## src/aux_timer_pkg.sv

```systemverilog
`default_nettype none

package aux_timer_pkg;

	// Register addresses on the special function register bus
	localparam logic [7:0] ADDR_CONTROL       = 8'hC8;
	localparam logic [7:0] ADDR_RELOAD_LOW    = 8'hCA;
	localparam logic [7:0] ADDR_RELOAD_HIGH   = 8'hCB;
	localparam logic [7:0] ADDR_COUNT_LOW     = 8'hCC;
	localparam logic [7:0] ADDR_COUNT_HIGH    = 8'hCD;

	// Control register bit positions
	localparam int BIT_OVERFLOW_FLAG          = 7;
	localparam int BIT_EXTERNAL_FLAG          = 6;
	localparam int BIT_RECEIVE_CLOCK_SELECT   = 5;
	localparam int BIT_TRANSMIT_CLOCK_SELECT  = 4;
	localparam int BIT_TRIGGER_ENABLE         = 3;
	localparam int BIT_RUN_CONTROL            = 2;
	localparam int BIT_COUNT_SOURCE_SELECT    = 1;
	localparam int BIT_CAPTURE_RELOAD_SELECT  = 0;

	// Reset values
	localparam logic [7:0]  CONTROL_RESET     = 8'h00;
	localparam logic [7:0]  BYTE_RESET        = 8'h00;
	localparam logic [7:0]  UNMAPPED_READ     = 8'h00;

	// Machine cycle timing: clocks per machine cycle, sampling phase; counter width
	localparam int CLOCKS_PER_MACHINE_CYCLE   = 12;
	localparam int EVENT_SAMPLE_PHASE         = 9;
	localparam int COUNT_WIDTH                = 16;

	// Operating mode decoded from the control bits
	typedef enum logic [1:0]
	{
		MODE_OFF     = 2'b00,
		MODE_RELOAD  = 2'b01,
		MODE_CAPTURE = 2'b11,
		MODE_BAUD    = 2'b10
	} mode_e;

endpackage

`default_nettype wire

```

## src/aux_timer_capture_reload.sv

```systemverilog
`default_nettype none


module aux_timer_capture_reload
#(
	parameter int CLOCKS_PER_MACHINE_CYCLE = aux_timer_pkg::CLOCKS_PER_MACHINE_CYCLE,
	parameter int EVENT_SAMPLE_PHASE       = aux_timer_pkg::EVENT_SAMPLE_PHASE,
	parameter int COUNT_WIDTH              = aux_timer_pkg::COUNT_WIDTH
)
(
	// Clock and reset
	input  wire logic       clk,
	input  wire logic       rst,
	// Special function register bus
	input  wire logic [7:0] sfrAddr,
	input  wire logic       sfrWrite,
	input  wire logic       sfrRead,
	input  wire logic [7:0] sfrWriteData,
	output var  logic [7:0] sfrReadData,
	// External pins
	input  wire logic       eventInputPin,
	input  wire logic       triggerPin,
	// Serial port clocking
	input  wire logic       otherTimerOverflow,
	output var  logic       overflowPulse,
	output logic            receiveClockPulse,
	output logic            transmitClockPulse,
	// Interrupt request
	output logic            interruptRequest
);

	localparam int PHASE_WIDTH = $clog2(CLOCKS_PER_MACHINE_CYCLE);
	localparam logic [PHASE_WIDTH-1:0] PHASE_LAST   = PHASE_WIDTH'(CLOCKS_PER_MACHINE_CYCLE - 1);
	localparam logic [PHASE_WIDTH-1:0] PHASE_SAMPLE = PHASE_WIDTH'(EVENT_SAMPLE_PHASE - 1);
	localparam logic [COUNT_WIDTH-1:0] COUNT_ALL_ONES = '1;

	if (COUNT_WIDTH != 16)
	begin : countWidthCheck
		$error("Counter must be exactly two bytes wide");
	end
	if (CLOCKS_PER_MACHINE_CYCLE < 2 || EVENT_SAMPLE_PHASE < 1 ||
		EVENT_SAMPLE_PHASE > CLOCKS_PER_MACHINE_CYCLE)
	begin : samplePhaseCheck
		$error("Sample phase must lie inside the machine cycle");
	end

	////////////////////////////////////////////////////////////////////////////
	// Control register fields, reload/capture and count registers, decoded mode
	logic                    overflowFlag;
	logic                    externalFlag;
	logic                    receiveClockSelect;
	logic                    transmitClockSelect;
	logic                    triggerEnable;
	logic                    runControl;
	logic                    countSourceSelect;
	logic                    captureReloadSelect;
	logic [7:0]              reloadCaptureLow;
	logic [7:0]              reloadCaptureHigh;
	logic [COUNT_WIDTH-1:0]  count;
	aux_timer_pkg::mode_e    mode;
	logic                    baudMode;
	assign baudMode = receiveClockSelect | transmitClockSelect;

	always_comb
	begin
		if (!runControl)
			mode = aux_timer_pkg::MODE_OFF;
		else if (baudMode)
			mode = aux_timer_pkg::MODE_BAUD;
		else if (captureReloadSelect)
			mode = aux_timer_pkg::MODE_CAPTURE;
		else
			mode = aux_timer_pkg::MODE_RELOAD;
	end

	////////////////////////////////////////////////////////////////////////////
	// Register bus decode
	logic writeControl;
	logic writeReloadLow;
	logic writeReloadHigh;
	logic writeCountLow;
	logic writeCountHigh;
	assign writeControl    = sfrWrite && sfrAddr == aux_timer_pkg::ADDR_CONTROL;
	assign writeReloadLow  = sfrWrite && sfrAddr == aux_timer_pkg::ADDR_RELOAD_LOW;
	assign writeReloadHigh = sfrWrite && sfrAddr == aux_timer_pkg::ADDR_RELOAD_HIGH;
	assign writeCountLow   = sfrWrite && sfrAddr == aux_timer_pkg::ADDR_COUNT_LOW;
	assign writeCountHigh  = sfrWrite && sfrAddr == aux_timer_pkg::ADDR_COUNT_HIGH;

	////////////////////////////////////////////////////////////////////////////
	// Machine cycle divider
	logic [PHASE_WIDTH-1:0] phase;
	logic                   machineTick;
	logic                   sampleTick;
	always_ff @(posedge clk)
	begin
		if (rst)
			phase <= '0;
		else if (phase == PHASE_LAST)
			phase <= '0;
		else
			phase <= phase + PHASE_WIDTH'(1);
	end

	assign machineTick = phase == PHASE_LAST;
	assign sampleTick  = phase == PHASE_SAMPLE;

	////////////////////////////////////////////////////////////////////////////
	// Pin synchronisers and edge detection
	logic eventMeta;
	logic eventSync;
	logic eventSample;
	logic eventSeen;
	logic triggerMeta;
	logic triggerSync;
	logic triggerPrev;
	logic triggerFall;
	always_ff @(posedge clk)
	begin
		if (rst)
		begin
			eventMeta   <= 1'b0;
			eventSync   <= 1'b0;
			triggerMeta <= 1'b1;
			triggerSync <= 1'b1;
		end
		else
		begin
			eventMeta   <= eventInputPin;
			eventSync   <= eventMeta;
			triggerMeta <= triggerPin;
			triggerSync <= triggerMeta;
		end
	end

	// One sample per machine cycle; the edge takes effect at cycle end
	always_ff @(posedge clk)
	begin
		if (rst)
		begin
			eventSample <= 1'b0;
			eventSeen   <= 1'b0;
		end
		else if (sampleTick)
		begin
			eventSample <= eventSync;
			eventSeen   <= eventSample && !eventSync;
		end
		else if (machineTick)
			eventSeen <= 1'b0;
	end

	// Trigger idles high so a pin held low at reset makes one falling edge after reset
	always_ff @(posedge clk)
	begin
		if (rst)
			triggerPrev <= 1'b1;
		else
			triggerPrev <= triggerSync;
	end

	assign triggerFall = triggerPrev && !triggerSync;

	////////////////////////////////////////////////////////////////////////////
	// Counter
	logic countStep;
	logic rollover;
	logic triggerAction;
	logic triggerReload;
	logic triggerCapture;
	logic reloadOnRollover;
	// Each source steps at most once per machine cycle
	assign countStep = mode != aux_timer_pkg::MODE_OFF && machineTick &&
		(countSourceSelect ? eventSeen : 1'b1);
	assign rollover  = countStep && count == COUNT_ALL_ONES;

	assign triggerAction  = triggerFall && triggerEnable && !baudMode &&
		mode != aux_timer_pkg::MODE_OFF;
	assign triggerReload  = triggerAction && mode == aux_timer_pkg::MODE_RELOAD;
	assign triggerCapture = triggerAction && mode == aux_timer_pkg::MODE_CAPTURE;

	// Capture mode wraps through zero as a plain timer
	assign reloadOnRollover = mode == aux_timer_pkg::MODE_RELOAD ||
		mode == aux_timer_pkg::MODE_BAUD;

	// Software writes to the count win over counting in the same cycle
	always_ff @(posedge clk)
	begin
		if (rst)
			count <= '0;
		else if (writeCountLow)
			count[7:0] <= sfrWriteData;
		else if (writeCountHigh)
			count[15:8] <= sfrWriteData;
		else if (triggerReload || (rollover && reloadOnRollover))
			count <= {reloadCaptureHigh, reloadCaptureLow};
		else if (countStep)
			count <= count + COUNT_WIDTH'(1);
	end

	////////////////////////////////////////////////////////////////////////////
	// Capture and reload registers
	// A hardware capture wins over a software write in the same cycle
	always_ff @(posedge clk)
	begin
		if (rst)
		begin
			reloadCaptureLow  <= aux_timer_pkg::BYTE_RESET;
			reloadCaptureHigh <= aux_timer_pkg::BYTE_RESET;
		end
		else if (triggerCapture)
		begin
			reloadCaptureLow  <= count[7:0];
			reloadCaptureHigh <= count[15:8];
		end
		else
		begin
			if (writeReloadLow)
				reloadCaptureLow <= sfrWriteData;
			if (writeReloadHigh)
				reloadCaptureHigh <= sfrWriteData;
		end
	end

	////////////////////////////////////////////////////////////////////////////
	// Control register and flags
	always_ff @(posedge clk)
	begin
		if (rst)
		begin
			receiveClockSelect  <= aux_timer_pkg::CONTROL_RESET[aux_timer_pkg::BIT_RECEIVE_CLOCK_SELECT];
			transmitClockSelect <= aux_timer_pkg::CONTROL_RESET[aux_timer_pkg::BIT_TRANSMIT_CLOCK_SELECT];
			triggerEnable       <= aux_timer_pkg::CONTROL_RESET[aux_timer_pkg::BIT_TRIGGER_ENABLE];
			runControl          <= aux_timer_pkg::CONTROL_RESET[aux_timer_pkg::BIT_RUN_CONTROL];
			countSourceSelect   <= aux_timer_pkg::CONTROL_RESET[aux_timer_pkg::BIT_COUNT_SOURCE_SELECT];
			captureReloadSelect <= aux_timer_pkg::CONTROL_RESET[aux_timer_pkg::BIT_CAPTURE_RELOAD_SELECT];
		end
		else if (writeControl)
		begin
			receiveClockSelect  <= sfrWriteData[aux_timer_pkg::BIT_RECEIVE_CLOCK_SELECT];
			transmitClockSelect <= sfrWriteData[aux_timer_pkg::BIT_TRANSMIT_CLOCK_SELECT];
			triggerEnable       <= sfrWriteData[aux_timer_pkg::BIT_TRIGGER_ENABLE];
			runControl          <= sfrWriteData[aux_timer_pkg::BIT_RUN_CONTROL];
			countSourceSelect   <= sfrWriteData[aux_timer_pkg::BIT_COUNT_SOURCE_SELECT];
			captureReloadSelect <= sfrWriteData[aux_timer_pkg::BIT_CAPTURE_RELOAD_SELECT];
		end
	end

	// Hardware set wins over a software clear in the same cycle
	always_ff @(posedge clk)
	begin
		if (rst)
			overflowFlag <= aux_timer_pkg::CONTROL_RESET[aux_timer_pkg::BIT_OVERFLOW_FLAG];
		else if (rollover && !baudMode)
			overflowFlag <= 1'b1;
		else if (writeControl)
			overflowFlag <= sfrWriteData[aux_timer_pkg::BIT_OVERFLOW_FLAG];
	end

	always_ff @(posedge clk)
	begin
		if (rst)
			externalFlag <= aux_timer_pkg::CONTROL_RESET[aux_timer_pkg::BIT_EXTERNAL_FLAG];
		else if (triggerAction)
			externalFlag <= 1'b1;
		else if (writeControl)
			externalFlag <= sfrWriteData[aux_timer_pkg::BIT_EXTERNAL_FLAG];
	end

	assign interruptRequest = overflowFlag | externalFlag;

	////////////////////////////////////////////////////////////////////////////
	// Serial port clock routing
	always_ff @(posedge clk)
	begin
		if (rst)
			overflowPulse <= 1'b0;
		else
			overflowPulse <= rollover;
	end

	assign receiveClockPulse  = receiveClockSelect  ? overflowPulse : otherTimerOverflow;
	assign transmitClockPulse = transmitClockSelect ? overflowPulse : otherTimerOverflow;

	////////////////////////////////////////////////////////////////////////////
	// Register read-back, one cycle after the read strobe
	logic [7:0] controlValue;
	always_comb
	begin
		controlValue = aux_timer_pkg::CONTROL_RESET;
		controlValue[aux_timer_pkg::BIT_OVERFLOW_FLAG]         = overflowFlag;
		controlValue[aux_timer_pkg::BIT_EXTERNAL_FLAG]         = externalFlag;
		controlValue[aux_timer_pkg::BIT_RECEIVE_CLOCK_SELECT]  = receiveClockSelect;
		controlValue[aux_timer_pkg::BIT_TRANSMIT_CLOCK_SELECT] = transmitClockSelect;
		controlValue[aux_timer_pkg::BIT_TRIGGER_ENABLE]        = triggerEnable;
		controlValue[aux_timer_pkg::BIT_RUN_CONTROL]           = runControl;
		controlValue[aux_timer_pkg::BIT_COUNT_SOURCE_SELECT]   = countSourceSelect;
		controlValue[aux_timer_pkg::BIT_CAPTURE_RELOAD_SELECT] = captureReloadSelect;
	end

	always_ff @(posedge clk)
	begin
		if (rst)
			sfrReadData <= aux_timer_pkg::UNMAPPED_READ;
		else if (sfrRead)
		begin
			case (sfrAddr)
				aux_timer_pkg::ADDR_CONTROL:     sfrReadData <= controlValue;
				aux_timer_pkg::ADDR_RELOAD_LOW:  sfrReadData <= reloadCaptureLow;
				aux_timer_pkg::ADDR_RELOAD_HIGH: sfrReadData <= reloadCaptureHigh;
				aux_timer_pkg::ADDR_COUNT_LOW:   sfrReadData <= count[7:0];
				aux_timer_pkg::ADDR_COUNT_HIGH:  sfrReadData <= count[15:8];
				default:                         sfrReadData <= aux_timer_pkg::UNMAPPED_READ;
			endcase
		end
	end

endmodule // aux_timer_capture_reload

`default_nettype wire

```

## config.mk

```make
export PLATFORM = sky130hd
export DESIGN_NAME = aux_timer_capture_reload
export DESIGN_NICKNAME = d
export VERILOG_FILES = /design/src/aux_timer_pkg.sv /design/src/aux_timer_capture_reload.sv
export SDC_FILE = /design/constraint.sdc
export NUM_CORES = 1
export LEC_CHECK = 0
export BUFFER_PORTS_ARGS = -buffer_cell sky130_fd_sc_hd__buf_2
export CORE_ASPECT_RATIO = 1.4
export CORE_MARGIN = 5
export CORE_UTILIZATION = 57
export DETAILED_ROUTE_END_ITERATION = 10
export GPL_TIMING_DRIVEN = 0
export PLACE_DENSITY_LB_ADDON = 0.2
export SLEW_MARGIN = 25
export SYNTH_ARGS = -nofsm -noshare
export SYNTH_HDL_FRONTEND = slang
export SYNTH_SLANG_ARGS = --single-unit
export TNS_END_PERCENT = 30
```

## constraint.sdc

```tcl
create_clock -name clk -period 6.51 [get_ports clk]
set_input_delay 0 -clock clk [delete_from_list [all_inputs] [get_ports clk]]
set_output_delay 0 -clock clk [all_outputs]
set_load 0.01 [all_outputs]
```

# Word level (Yosys, flattened, before mapping)
# Cells that the tools add are included.
[op_classes]
n_reduce_logical = 33
bitwise_logic = 3
muxes = 22
n_eq_ne = 12
n_addsub = 2
[op_table]
columns = ["operator", "n"]
rows = [
  ["8-bit 2-to-1 mux", 7],
  ["8-bit equality test, second input constant", 5],
  ["8-bit one-hot mux with 5 select lines", 1],
  ["16-bit 2-to-1 mux", 2],
  ["1-bit logical AND", 17],
  ["16-bit by 1-bit adder with 16-bit output, second input constant", 1],
  ["16-bit equality test, second input constant", 1],
  ["2-bit nonzero test", 6],
  ["1-bit 2-to-1 mux", 9],
  ["4-bit equality test, second input constant", 2],
  ["2-bit 2-to-1 mux", 3],
  ["3-bit nonzero test", 2],
  ["4-bit by 1-bit adder with 4-bit output, second input constant", 1],
  ["2-bit equality test, second input constant", 2],
  ["2-bit AND reduction", 2],
  ["1-bit zero test", 3],
  ["2-bit by 1-bit equality test with 1-bit output, second input constant", 1],
  ["1-bit logical OR", 2],
  ["2-bit != test, second input constant", 1],
  ["1-bit bitwise OR", 2],
  ["2-bit OR reduction", 1],
  ["1-bit NOT", 1],
]
[totals]
elab_cells = 94
out_inout_bits = 12
regBits = 60

# Depth between registers and ports, before layout
# Gate-level depths: netlist of the first run.
[depth]
word_depth = 12
depth_mapped = 11
ltp_nobuf = 10

# Worst setup path after synthesis of the first run
# No wires, ideal clock.
[synth_path]
path_type = "register -> register"
start = "register transmitClockSelect"
end = "register count[0]"
stages_incl_launch_ff = 11
arrival_ps = 2449
path_buffers = 0
setup_ps = 68
slack_ps = 3993
t_required_ps = 6442
cell_sequence = "dfxtp_1 > nor2_1 > and2_1 > inv_1 > ha_1 > and4bb_2 > and3_1 > o21ai_1 > or3b_1 > a311o_1 > o21ai_2"
[synth_via]
elab_chain_len = 12
word_cells_on_any_way = 21
classes_between = "2 x eq/ne; 5 x mux; 1 x bitwise; 13 x reduce/logical"
[synth_lines]
columns = ["item", "line", "rtl"]
rows = [
  ["start, declared", "aux_timer_capture_reload.sv:52", "logic transmitClockSelect;"],
  ["start signal, assigned", "aux_timer_capture_reload.sv:231", "transmitClockSelect <= aux_timer_pkg::CONTROL_RESET[aux_timer_pkg::BIT_TRANSMIT_CLOCK_SELECT];"],
  ["start signal, assigned", "aux_timer_capture_reload.sv:240", "transmitClockSelect <= sfrWriteData[aux_timer_pkg::BIT_TRANSMIT_CLOCK_SELECT];"],
  ["1-bit bitwise OR (*)", "aux_timer_capture_reload.sv:62", "assign baudMode = receiveClockSelect | transmitClockSelect;"],
  ["2-bit 2-to-1 mux", "aux_timer_capture_reload.sv:68", "else if (baudMode)"],
  ["2-bit 2-to-1 mux", "aux_timer_capture_reload.sv:66", "if (!runControl)"],
  ["2-bit nonzero test", "aux_timer_capture_reload.sv:172, aux_timer_capture_reload.sv:177", ""],
  ["1-bit logical AND (2 in series)", "aux_timer_capture_reload.sv:172", "assign countStep = mode != aux_timer_pkg::MODE_OFF && machineTick &&"],
  ["1-bit logical AND", "aux_timer_capture_reload.sv:174", "assign rollover = countStep && count == COUNT_ALL_ONES;"],
  ["1-bit logical AND", "aux_timer_capture_reload.sv:194", "else if (triggerReload || (rollover && reloadOnRollover))"],
  ["1-bit logical OR", "aux_timer_capture_reload.sv:194", ""],
  ["16-bit 2-to-1 mux", "aux_timer_capture_reload.sv:194", ""],
  ["8-bit 2-to-1 mux", "aux_timer_capture_reload.sv:192", "else if (writeCountHigh)"],
  ["8-bit 2-to-1 mux", "aux_timer_capture_reload.sv:190", "else if (writeCountLow)"],
  ["end signal, assigned", "aux_timer_capture_reload.sv:191", "count[7:0] <= sfrWriteData;"],
  ["end signal, assigned", "aux_timer_capture_reload.sv:195", "count <= {reloadCaptureHigh, reloadCaptureLow};"],
  ["end signal, assigned", "aux_timer_capture_reload.sv:197", "count <= count + COUNT_WIDTH'(1);"],
  ["end, declared", "aux_timer_capture_reload.sv:59", "logic [COUNT_WIDTH-1:0] count;"],
]
# Mark *: on every way between the ends. The rest lies on a longest branch, timed or not. The select of a mux whose other input is x is not followed.
# A chain may end at the register's enable or synchronous reset.

# Worst setup path in the final report of the first run
[layout_path]
start = "register transmitClockSelect"
end = "register count[14]"
[layout_via]
elab_chain_len = 11
word_cells_on_any_way = 20
classes_between = "2 x eq/ne; 4 x mux; 1 x bitwise; 13 x reduce/logical"
[layout_lines]
columns = ["item", "line", "rtl"]
rows = [
  ["1-bit bitwise OR (*)", "aux_timer_capture_reload.sv:62", ""],
  ["2-bit 2-to-1 mux", "aux_timer_capture_reload.sv:68", ""],
  ["2-bit 2-to-1 mux", "aux_timer_capture_reload.sv:66", ""],
  ["2-bit nonzero test", "aux_timer_capture_reload.sv:172, aux_timer_capture_reload.sv:177", ""],
  ["1-bit logical AND (2 in series)", "aux_timer_capture_reload.sv:172", ""],
  ["1-bit logical AND", "aux_timer_capture_reload.sv:174", ""],
  ["1-bit logical AND", "aux_timer_capture_reload.sv:194", ""],
  ["1-bit logical OR", "aux_timer_capture_reload.sv:194", ""],
  ["3-bit nonzero test (no line) or 16-bit 2-to-1 mux (tied branches)", "--", ""],
  ["2-bit AND reduction (no line) or 8-bit 2-to-1 mux (tied branches)", "--", ""],
  ["end signal, assigned", "aux_timer_capture_reload.sv:193", "count[15:8] <= sfrWriteData;"],
  ["end signal, assigned", "aux_timer_capture_reload.sv:195", ""],
  ["end signal, assigned", "aux_timer_capture_reload.sv:197", ""],
]
# Mark *: on every way between the ends. The rest lies on a longest branch, timed or not.

==> impl_metrics.csv, run 1 <==
group,metric,value,unit
worst_hold_path,whs_endpoint,"count[11]$_SDFFE_PP0P_",
placed_design,gp_congestion,0.987,
clocking,clkLatencyLatePin,0.34,ns
worst_setup_path,path_cells,"nor2_1, and2_1, inv_1, ha_1, and4bb_2, and3_1, nor3_1, nor2_1, buf_2, nor2_1, a311oi_1",
worst_setup_path,cp.required,6.75,ns
yosys,synth_edf_count,0,
sta,finalHoldViolations,0,
placed_design,io_buffer_count,33,
floorplan,fp.dieH,102,um
power_and_ir_drop,leakage,1.63,nW
power_and_ir_drop,power,0.792,mW
finish,antenna_cells,0,
clocking,cts_root_buffer,"clkbuf_8",
global_route,antenna_found_initial,0,
power_and_ir_drop,ir_drop,0.154,mV
clocking,cts_resized,0,
yosys,synthTopCellsByArea,"dfxtp_1 35%, mux2i_1 8.1%, nor2_1 7.5%",
clocking,h-tree-depth,3,
worst_setup_path,startpoint_type,"flop",
sta,finalCritPeriodShare,46.8,%
yosys,synth_top_area_share,34.9,%
floorplan,core,5860,sq um
floorplan,ios,35,
finish,final-instance-count-excl-fill,533,
sta,rsz0062_at_grt,"false",
yosys,syn_avg_cell_area,8.48,sq um
global_route,grt.total_usage,28.7,%
yosys,syn_inst,406,
yosys,ys_seq_area_share,34.9,%
worst_setup_path,timing.rr.end,"count[14]$_SDFFE_PP0P_",
worst_setup_path,cp_common_cell,"nor2_1",
flow_run,drv_cap,0,
yosys,netlist_area,3440,sq um
yosys,synth_cell_types,51,
worst_setup_path,rr_worst_depth,11,
clocking,clockBufferDepth,2,
placed_design,hpwl,7320,um
finish,fin_nets,487,
yosys,synth_warnings,0,
clocking,cts.sinks,60,
drt,drc_errors,0,
clocking,clk_pin_slew_worst_paths,0.07,ns
drt,avgViaCountPerCell,6.26,
global_route,grt-ovfl-total,0,
floorplan,start_util,58.7,%
finish,drive_gt1_share,18.4,%
floorplan,die_area,7710,sq um
placed_design,dp_cells,509,
sta,worst_slew_pin_slew,0.949,ns
outcome,outcome,"completed",
drt,drt_iter0_drc,323,
floorplan,rows,33,
sta,tns,0,ns
worst_setup_path,crit_fanout,10,
sta,fmaxAchievable,329,MHz
worst_hold_path,whs_path_depth,3,
drt,dr.pass1.iters,5,
worst_setup_path,slowest_stage,"nor2_1",
yosys,synth.largest_area_cell,"dfxtp_1",
global_route,grt_pass1_vias,3163,
sta,fin_crit,3.04,ns
yosys,synth_nets,435,
clocking,cts_tree,"built",
yosys,async_flop_share,0,%
clocking,cts_buffers,9,
yosys,postSynth.topFlopCell,"dfxtp_1",
sta,setup_violations,0,
worst_hold_path,hp-start,"sfrWriteData[3]",
global_route,grt_pass1_wl,16300,um
finish,area_growth,16.1,%
sta,fin_skew,0.00826,ns
sta,relSlewSlack,36.2,%
floorplan,fp.dieW,75.7,um
drt,wl_per_cell,19.2,um
clocking,cts_setup_buffers,0,
worst_setup_path,critPathMaxStageDelay,0.45,ns
drt,routed-via-count,3337,
power_and_ir_drop,power.density,198,nW/um^2
sta,drv_slew,0,
worst_setup_path,endpoint_kind,"flop",
worst_setup_path,arrival,3.29,ns
drt,ant_nets,0,
yosys,ys_ff_latch,60,
clocking,hold_buffers,8,
drt,routed_wl,10200,um
worst_setup_path,rrSetupSlack,3.47,ns
worst_hold_path,hp-class,"primary input to flop",
worst_setup_path,critical_path_class,"flop to flop",
global_route,grt_start_max_net_pins,11,
worst_setup_path,timing.rr.start,"transmitClockSelect$_SDFFE_PP0P_",
==> logic make-up after synthesis <==
| group | Yosys count | share of synthesized area, % |
|---|---|---|
| and+or+nand+nor | 165 | 24.2 |
| AOI/OAI and AO/OA | 81 | 18.6 |
| DFF | 60 | 34.9 |
| buffers and inverters | 41 | 4.94 |
| muxes | 37 | 11.1 |
| xor gates and xnor gates | 16 | 4.07 |
| adders and majority gates | 6 | 2.18 |
==> layout by cell type (no fill, tap or decap), drive strengths merged, types with 2 or more instances in the layout <==
cell type    synthesis  routed
a211oi              25      25
a21oi                7       7
a221oi               5       5
a22oi                9       9
a311oi               8       8
a32oi                2       2
and2                 4       4
and3                 7       7
and4bb               2       2
buf                 13      46
clkbuf              18      31
dfxtp               60      60
dlygate4sd3          0       8
ha                   6       6
inv                 10      10
mux2                 9       9
mux2i               28      28
nand2               31      31
nand2b               4       4
nand3               10      10
nand3b               2       2
nand4                6       6
nor2                69      69
nor2b                4       4
nor3                10      10
nor4                 6       6
o211a                3       3
o211ai               9       9
o21ai                4       4
o32ai                3       3
or2                  4       4
or3                  3       3
xnor2               12      12
xor2                 4       4
==> stage by stage <==
stage / cell area (sq um) / setup WS, ns / hold slack (ns) / util [%]
3_5_place_dp: 3690 / 3.56 / 0.186 / 63.0
2_1_floorplan: 3440 / 3.99 / 0.104 / -
4_1_cts: 4000 / 3.48 / 0.00680 / 68.2
5_1_grt: 4000 / 3.22 / 0.0232 / 68.2
3_3_place_gp: 3690 / 3.62 / 0.186 / 63.0
6_report: 4000 / 3.47 / 0.00764 / 68.2
==> cell type report <==
class	count	area, sq um
Buffer	31	133
Clock buffer	13	179
Multi-Input combinational cell	305	2070
Inverter	10	37.5
Fill cell	514	1870
Sequential cell	60	1200
Tap cell	70	87.6
Timing Repair Buffer	41	245
Clock inverter	3	42.5
==> cell usage after synthesis, types with 5 or more instances <==
cell and instances:
xnor2_1 12, nor3_1 9, a211oi_1 25, nor2_1 69, mux2i_1 28, a22oi_1 9, ha_1 6, dfxtp_1 60
clkbuf_1 16, buf_2 11, nand2_1 31, a221oi_1 5, mux2_2 9, a21oi_1 7, and3_1 7, nand3_1 9
inv_1 10, a311oi_1 8, o211ai_1 9
==> worst max path at each step <==
stage / to / depth (start not counted) / startpoint
6_report: count[14]$_SDFFE_PP0P_ / 11 / transmitClockSelect$_SDFFE_PP0P_
5_1_grt: count[14]$_SDFFE_PP0P_ / 11 / transmitClockSelect$_SDFFE_PP0P_
4_1_cts: count[14]$_SDFFE_PP0P_ / 11 / transmitClockSelect$_SDFFE_PP0P_
3_5_place_dp: count[15]$_SDFFE_PP0P_ / 11 / transmitClockSelect$_SDFFE_PP0P_
3_3_place_gp: count[15]$_SDFFE_PP0P_ / 11 / transmitClockSelect$_SDFFE_PP0P_
2_1_floorplan: count[0]$_SDFFE_PP0P_ / 10 / transmitClockSelect$_SDFFE_PP0P_
==> registers in the layout, indices dropped and copies added (netlist names), 4 cells and up <==
name               count
count                 16
phase                  4
reloadCaptureHigh      8
reloadCaptureLow       8
sfrReadData            8
==> layer usage <==
metal	wire length [um]	part of all wire [%]	track usage, %
met1	4080	40	36.8
met2	4890	48	44.1
met3	756	7.4	6.30
met4	480	4.7	15.9
met5	0	0	0
==> worst max-delay path: cells and delay by family, from the launching register on <==
family	cells	cell delay [ns]
AO/OA/AOI/OAI	1	0.27
AND/OR/NAND/NOR	7	1.69
buffers and inverters	2	0.39
adder cells (fa/ha/maj)	1	0.21
flip-flops	1	0.38
==> power breakdown <==
group          leakage [nW]  switching (mW)  internal [mW]
sequential            0.486         0.00338          0.373
combinational          1.03          0.0314         0.0201
clock                 0.112           0.146          0.218
total                  1.63           0.181          0.611
Power figures use the tool's default switching activity.
==> run 2: changes to the inputs <==
- clock period: 6.51 -> 3.2 ns (I/O delays scaled with it)
==> impl_metrics.csv, run 2 (synthesized netlist as in run 1, its figures left out) <==
group,metric,value,unit
clocking,cts.sinks,60,
floorplan,core,5860,sq um
global_route,grt_pass1_wl,16300,um
floorplan,fp.dieW,75.7,um
worst_setup_path,rr_worst_depth,8,
worst_setup_path,worstSetupStartpoint,"transmitClockSelect$_SDFFE_PP0P_",
floorplan,die_area,7710,sq um
finish,regArea,1200,sq um
placed_design,dpl-instance-area,3690,sq um
placed_design,hpwl,7320,um
placed_design,gp_congestion,0.987,
clocking,clk_pin_slew_worst_paths,0.06,ns
finish,final_common_cell,"nor2_1",
finish,n_fill_cell,516,
worst_setup_path,timing.rr.end,"count[13]$_SDFFE_PP0P_",
drt,avgViaCountPerCell,6.26,
worst_setup_path,crit_fanout,10,
finish,fin_nets,487,
finish,largest_reg_flops,16,
finish,area_growth,16.3,%
clocking,clockBufferDepth,2,
worst_setup_path,arrival,3.20,ns
floorplan,start_util,58.7,%
global_route,grt_pass1_vias,3163,
sta,fin_skew,0.00772,ns
flow_run,drv_cap,0,
sta,tns,0,ns
worst_setup_path,critical_path_class,"flop to flop",
power_and_ir_drop,power.density,402,nW/um^2
global_route,grt_start_max_net_pins,11,
finish,final_cell_area,4000,sq um
worst_hold_path,hp-class,"primary input to flop",
worst_setup_path,cp.required,3.44,ns
floorplan,rows,33,
drt,dr.pass1.iters,5,
floorplan,fp.dieH,102,um
finish,drive_gt1_share,18.8,%
clocking,cts_setup_buffers,0,
finish,multi_input_area,2080,sq um
sta,setup_violations,0,
clocking,cts_buffers,9,
global_route,antenna_found_initial,0,
worst_setup_path,timing.rr.start,"transmitClockSelect$_SDFFE_PP0P_",
sta,worst_slew_pin_slew,0.917,ns
worst_hold_path,whs_path_depth,3,
power_and_ir_drop,ir_drop,0.312,mV
worst_setup_path,rrSetupSlack,0.24,ns
sta,drv_slew,0,
placed_design,io_buffer_count,33,
worst_setup_path,endpoint_kind,"flop",
clocking,clkLatencyLatePin,0.34,ns
drt,routed-via-count,3335,
power_and_ir_drop,power,1.61,mW
drt,drt_iter0_drc,273,
power_and_ir_drop,leakage,1.63,nW
worst_setup_path,startpoint_type,"flop",
finish,utilization,68.3,%
drt,drc_errors,0,
clocking,cts_tree,"built",
drt,ant_nets,0,
sta,fin_crit,2.96,ns
global_route,grt-ovfl-total,0,
global_route,grt.total_usage,28.7,%
drt,routed_wl,10200,um
sta,fmaxAchievable,338,MHz
clocking,h-tree-depth,3,
sta,relSlewSlack,38.3,%
outcome,outcome,"completed",
finish,final_cell_mix,"68 x nor2_1, 60 x dfxtp_1, 44 x buf_2, 31 x nand2_1, 28 x mux2i_1",
sta,rsz0062_at_grt,"false",
drt,wl_per_cell,19.1,um
worst_setup_path,cp-endpoint,"count[13]$_SDFFE_PP0P_",
floorplan,ios,35,
finish,antenna_cells,0,
clocking,cts_root_buffer,"clkbuf_8",
finish,max_flop_register,"count",
sta,finalCritPeriodShare,92.5,%
sta,finalHoldViolations,0,
==> run 2: cell counts in the layout (fill, tap and decap cells not counted) <==
Identical to the previous run, type by type.
==> run 2: cell type report <==
type | count | area share (%)
multi-input combinational | 305 | 51.9
inverter | 10 | 0.938
buffer | 31 | 3.31
tap | 70 | 2.19
sequential | 60 | 30.0
clock buffer | 13 | 4.47
clock inverter | 3 | 1.06
timing repair buffer | 41 | 6.13
==> run 2: report_power, final <==
part           switching (mW)  total, mW  internal, mW
Clock                   0.295      0.738         0.443
Sequential            0.00690      0.765         0.758
Combinational          0.0634      0.104        0.0409
Total                   0.365       1.61          1.24
==> run 2: how the worst min path moves through the flow <==
stage | startpoint | end | slack [ns]
after floorplan | triggerPin | triggerMeta$_SDFF_PP1_ | 0.10
after global placement | triggerPin | triggerMeta$_SDFF_PP1_ | 0.19
after detailed placement | triggerPin | triggerMeta$_SDFF_PP1_ | 0.19
after CTS | sfrWriteData[3] | count[11]$_SDFFE_PP0P_ | 0.007
after global routing | rst | count[0]$_SDFFE_PP0P_ | 0.02
final | sfrWriteData[3] | count[11]$_SDFFE_PP0P_ | 0.01
==> run 2: per-layer routing <==
metal | routed length (um) | GRT usage (%) | vias up
li1 | - | - | 1580
met1 | 4050 | 36.8 | 1568
met2 | 4820 | 44.1 | 142
met3 | 768 | 6.30 | 45
met4 | 552 | 15.9 | 0
met5 | 0 | 0 | -
==> run 2: metrics by stage <==
stage / setup slack [ns] / instances / hold slack, ns
2_1_floorplan: 0.683 / 406 / 0.104
3_3_place_gp: 0.310 / 509 / 0.186
3_5_place_dp: 0.250 / 509 / 0.186
4_1_cts: 0.168 / 533 / 0.00680
5_1_grt: 0.0517 / 533 / 0.0232
6_report: 0.239 / 533 / 0.0128
==> run 2: worst max-delay path, cell delays in order, from the launching register on <==
cell and delay, ns:
dfxtp_1 0.38, o31ai_1 0.42, ha_1 0.26, and4bb_2 0.26
and3_1 0.25, a41oi_4 0.32, clkbuf_1 0.49, o211ai_1 0.15
a311oi_1 0.31
==> run 2: repair_timing <==
action	CTS	global route
resized for setup	0	2
hold buffers	8	0
setup endpoints to repair	0	3
hold endpoints to repair	13	0
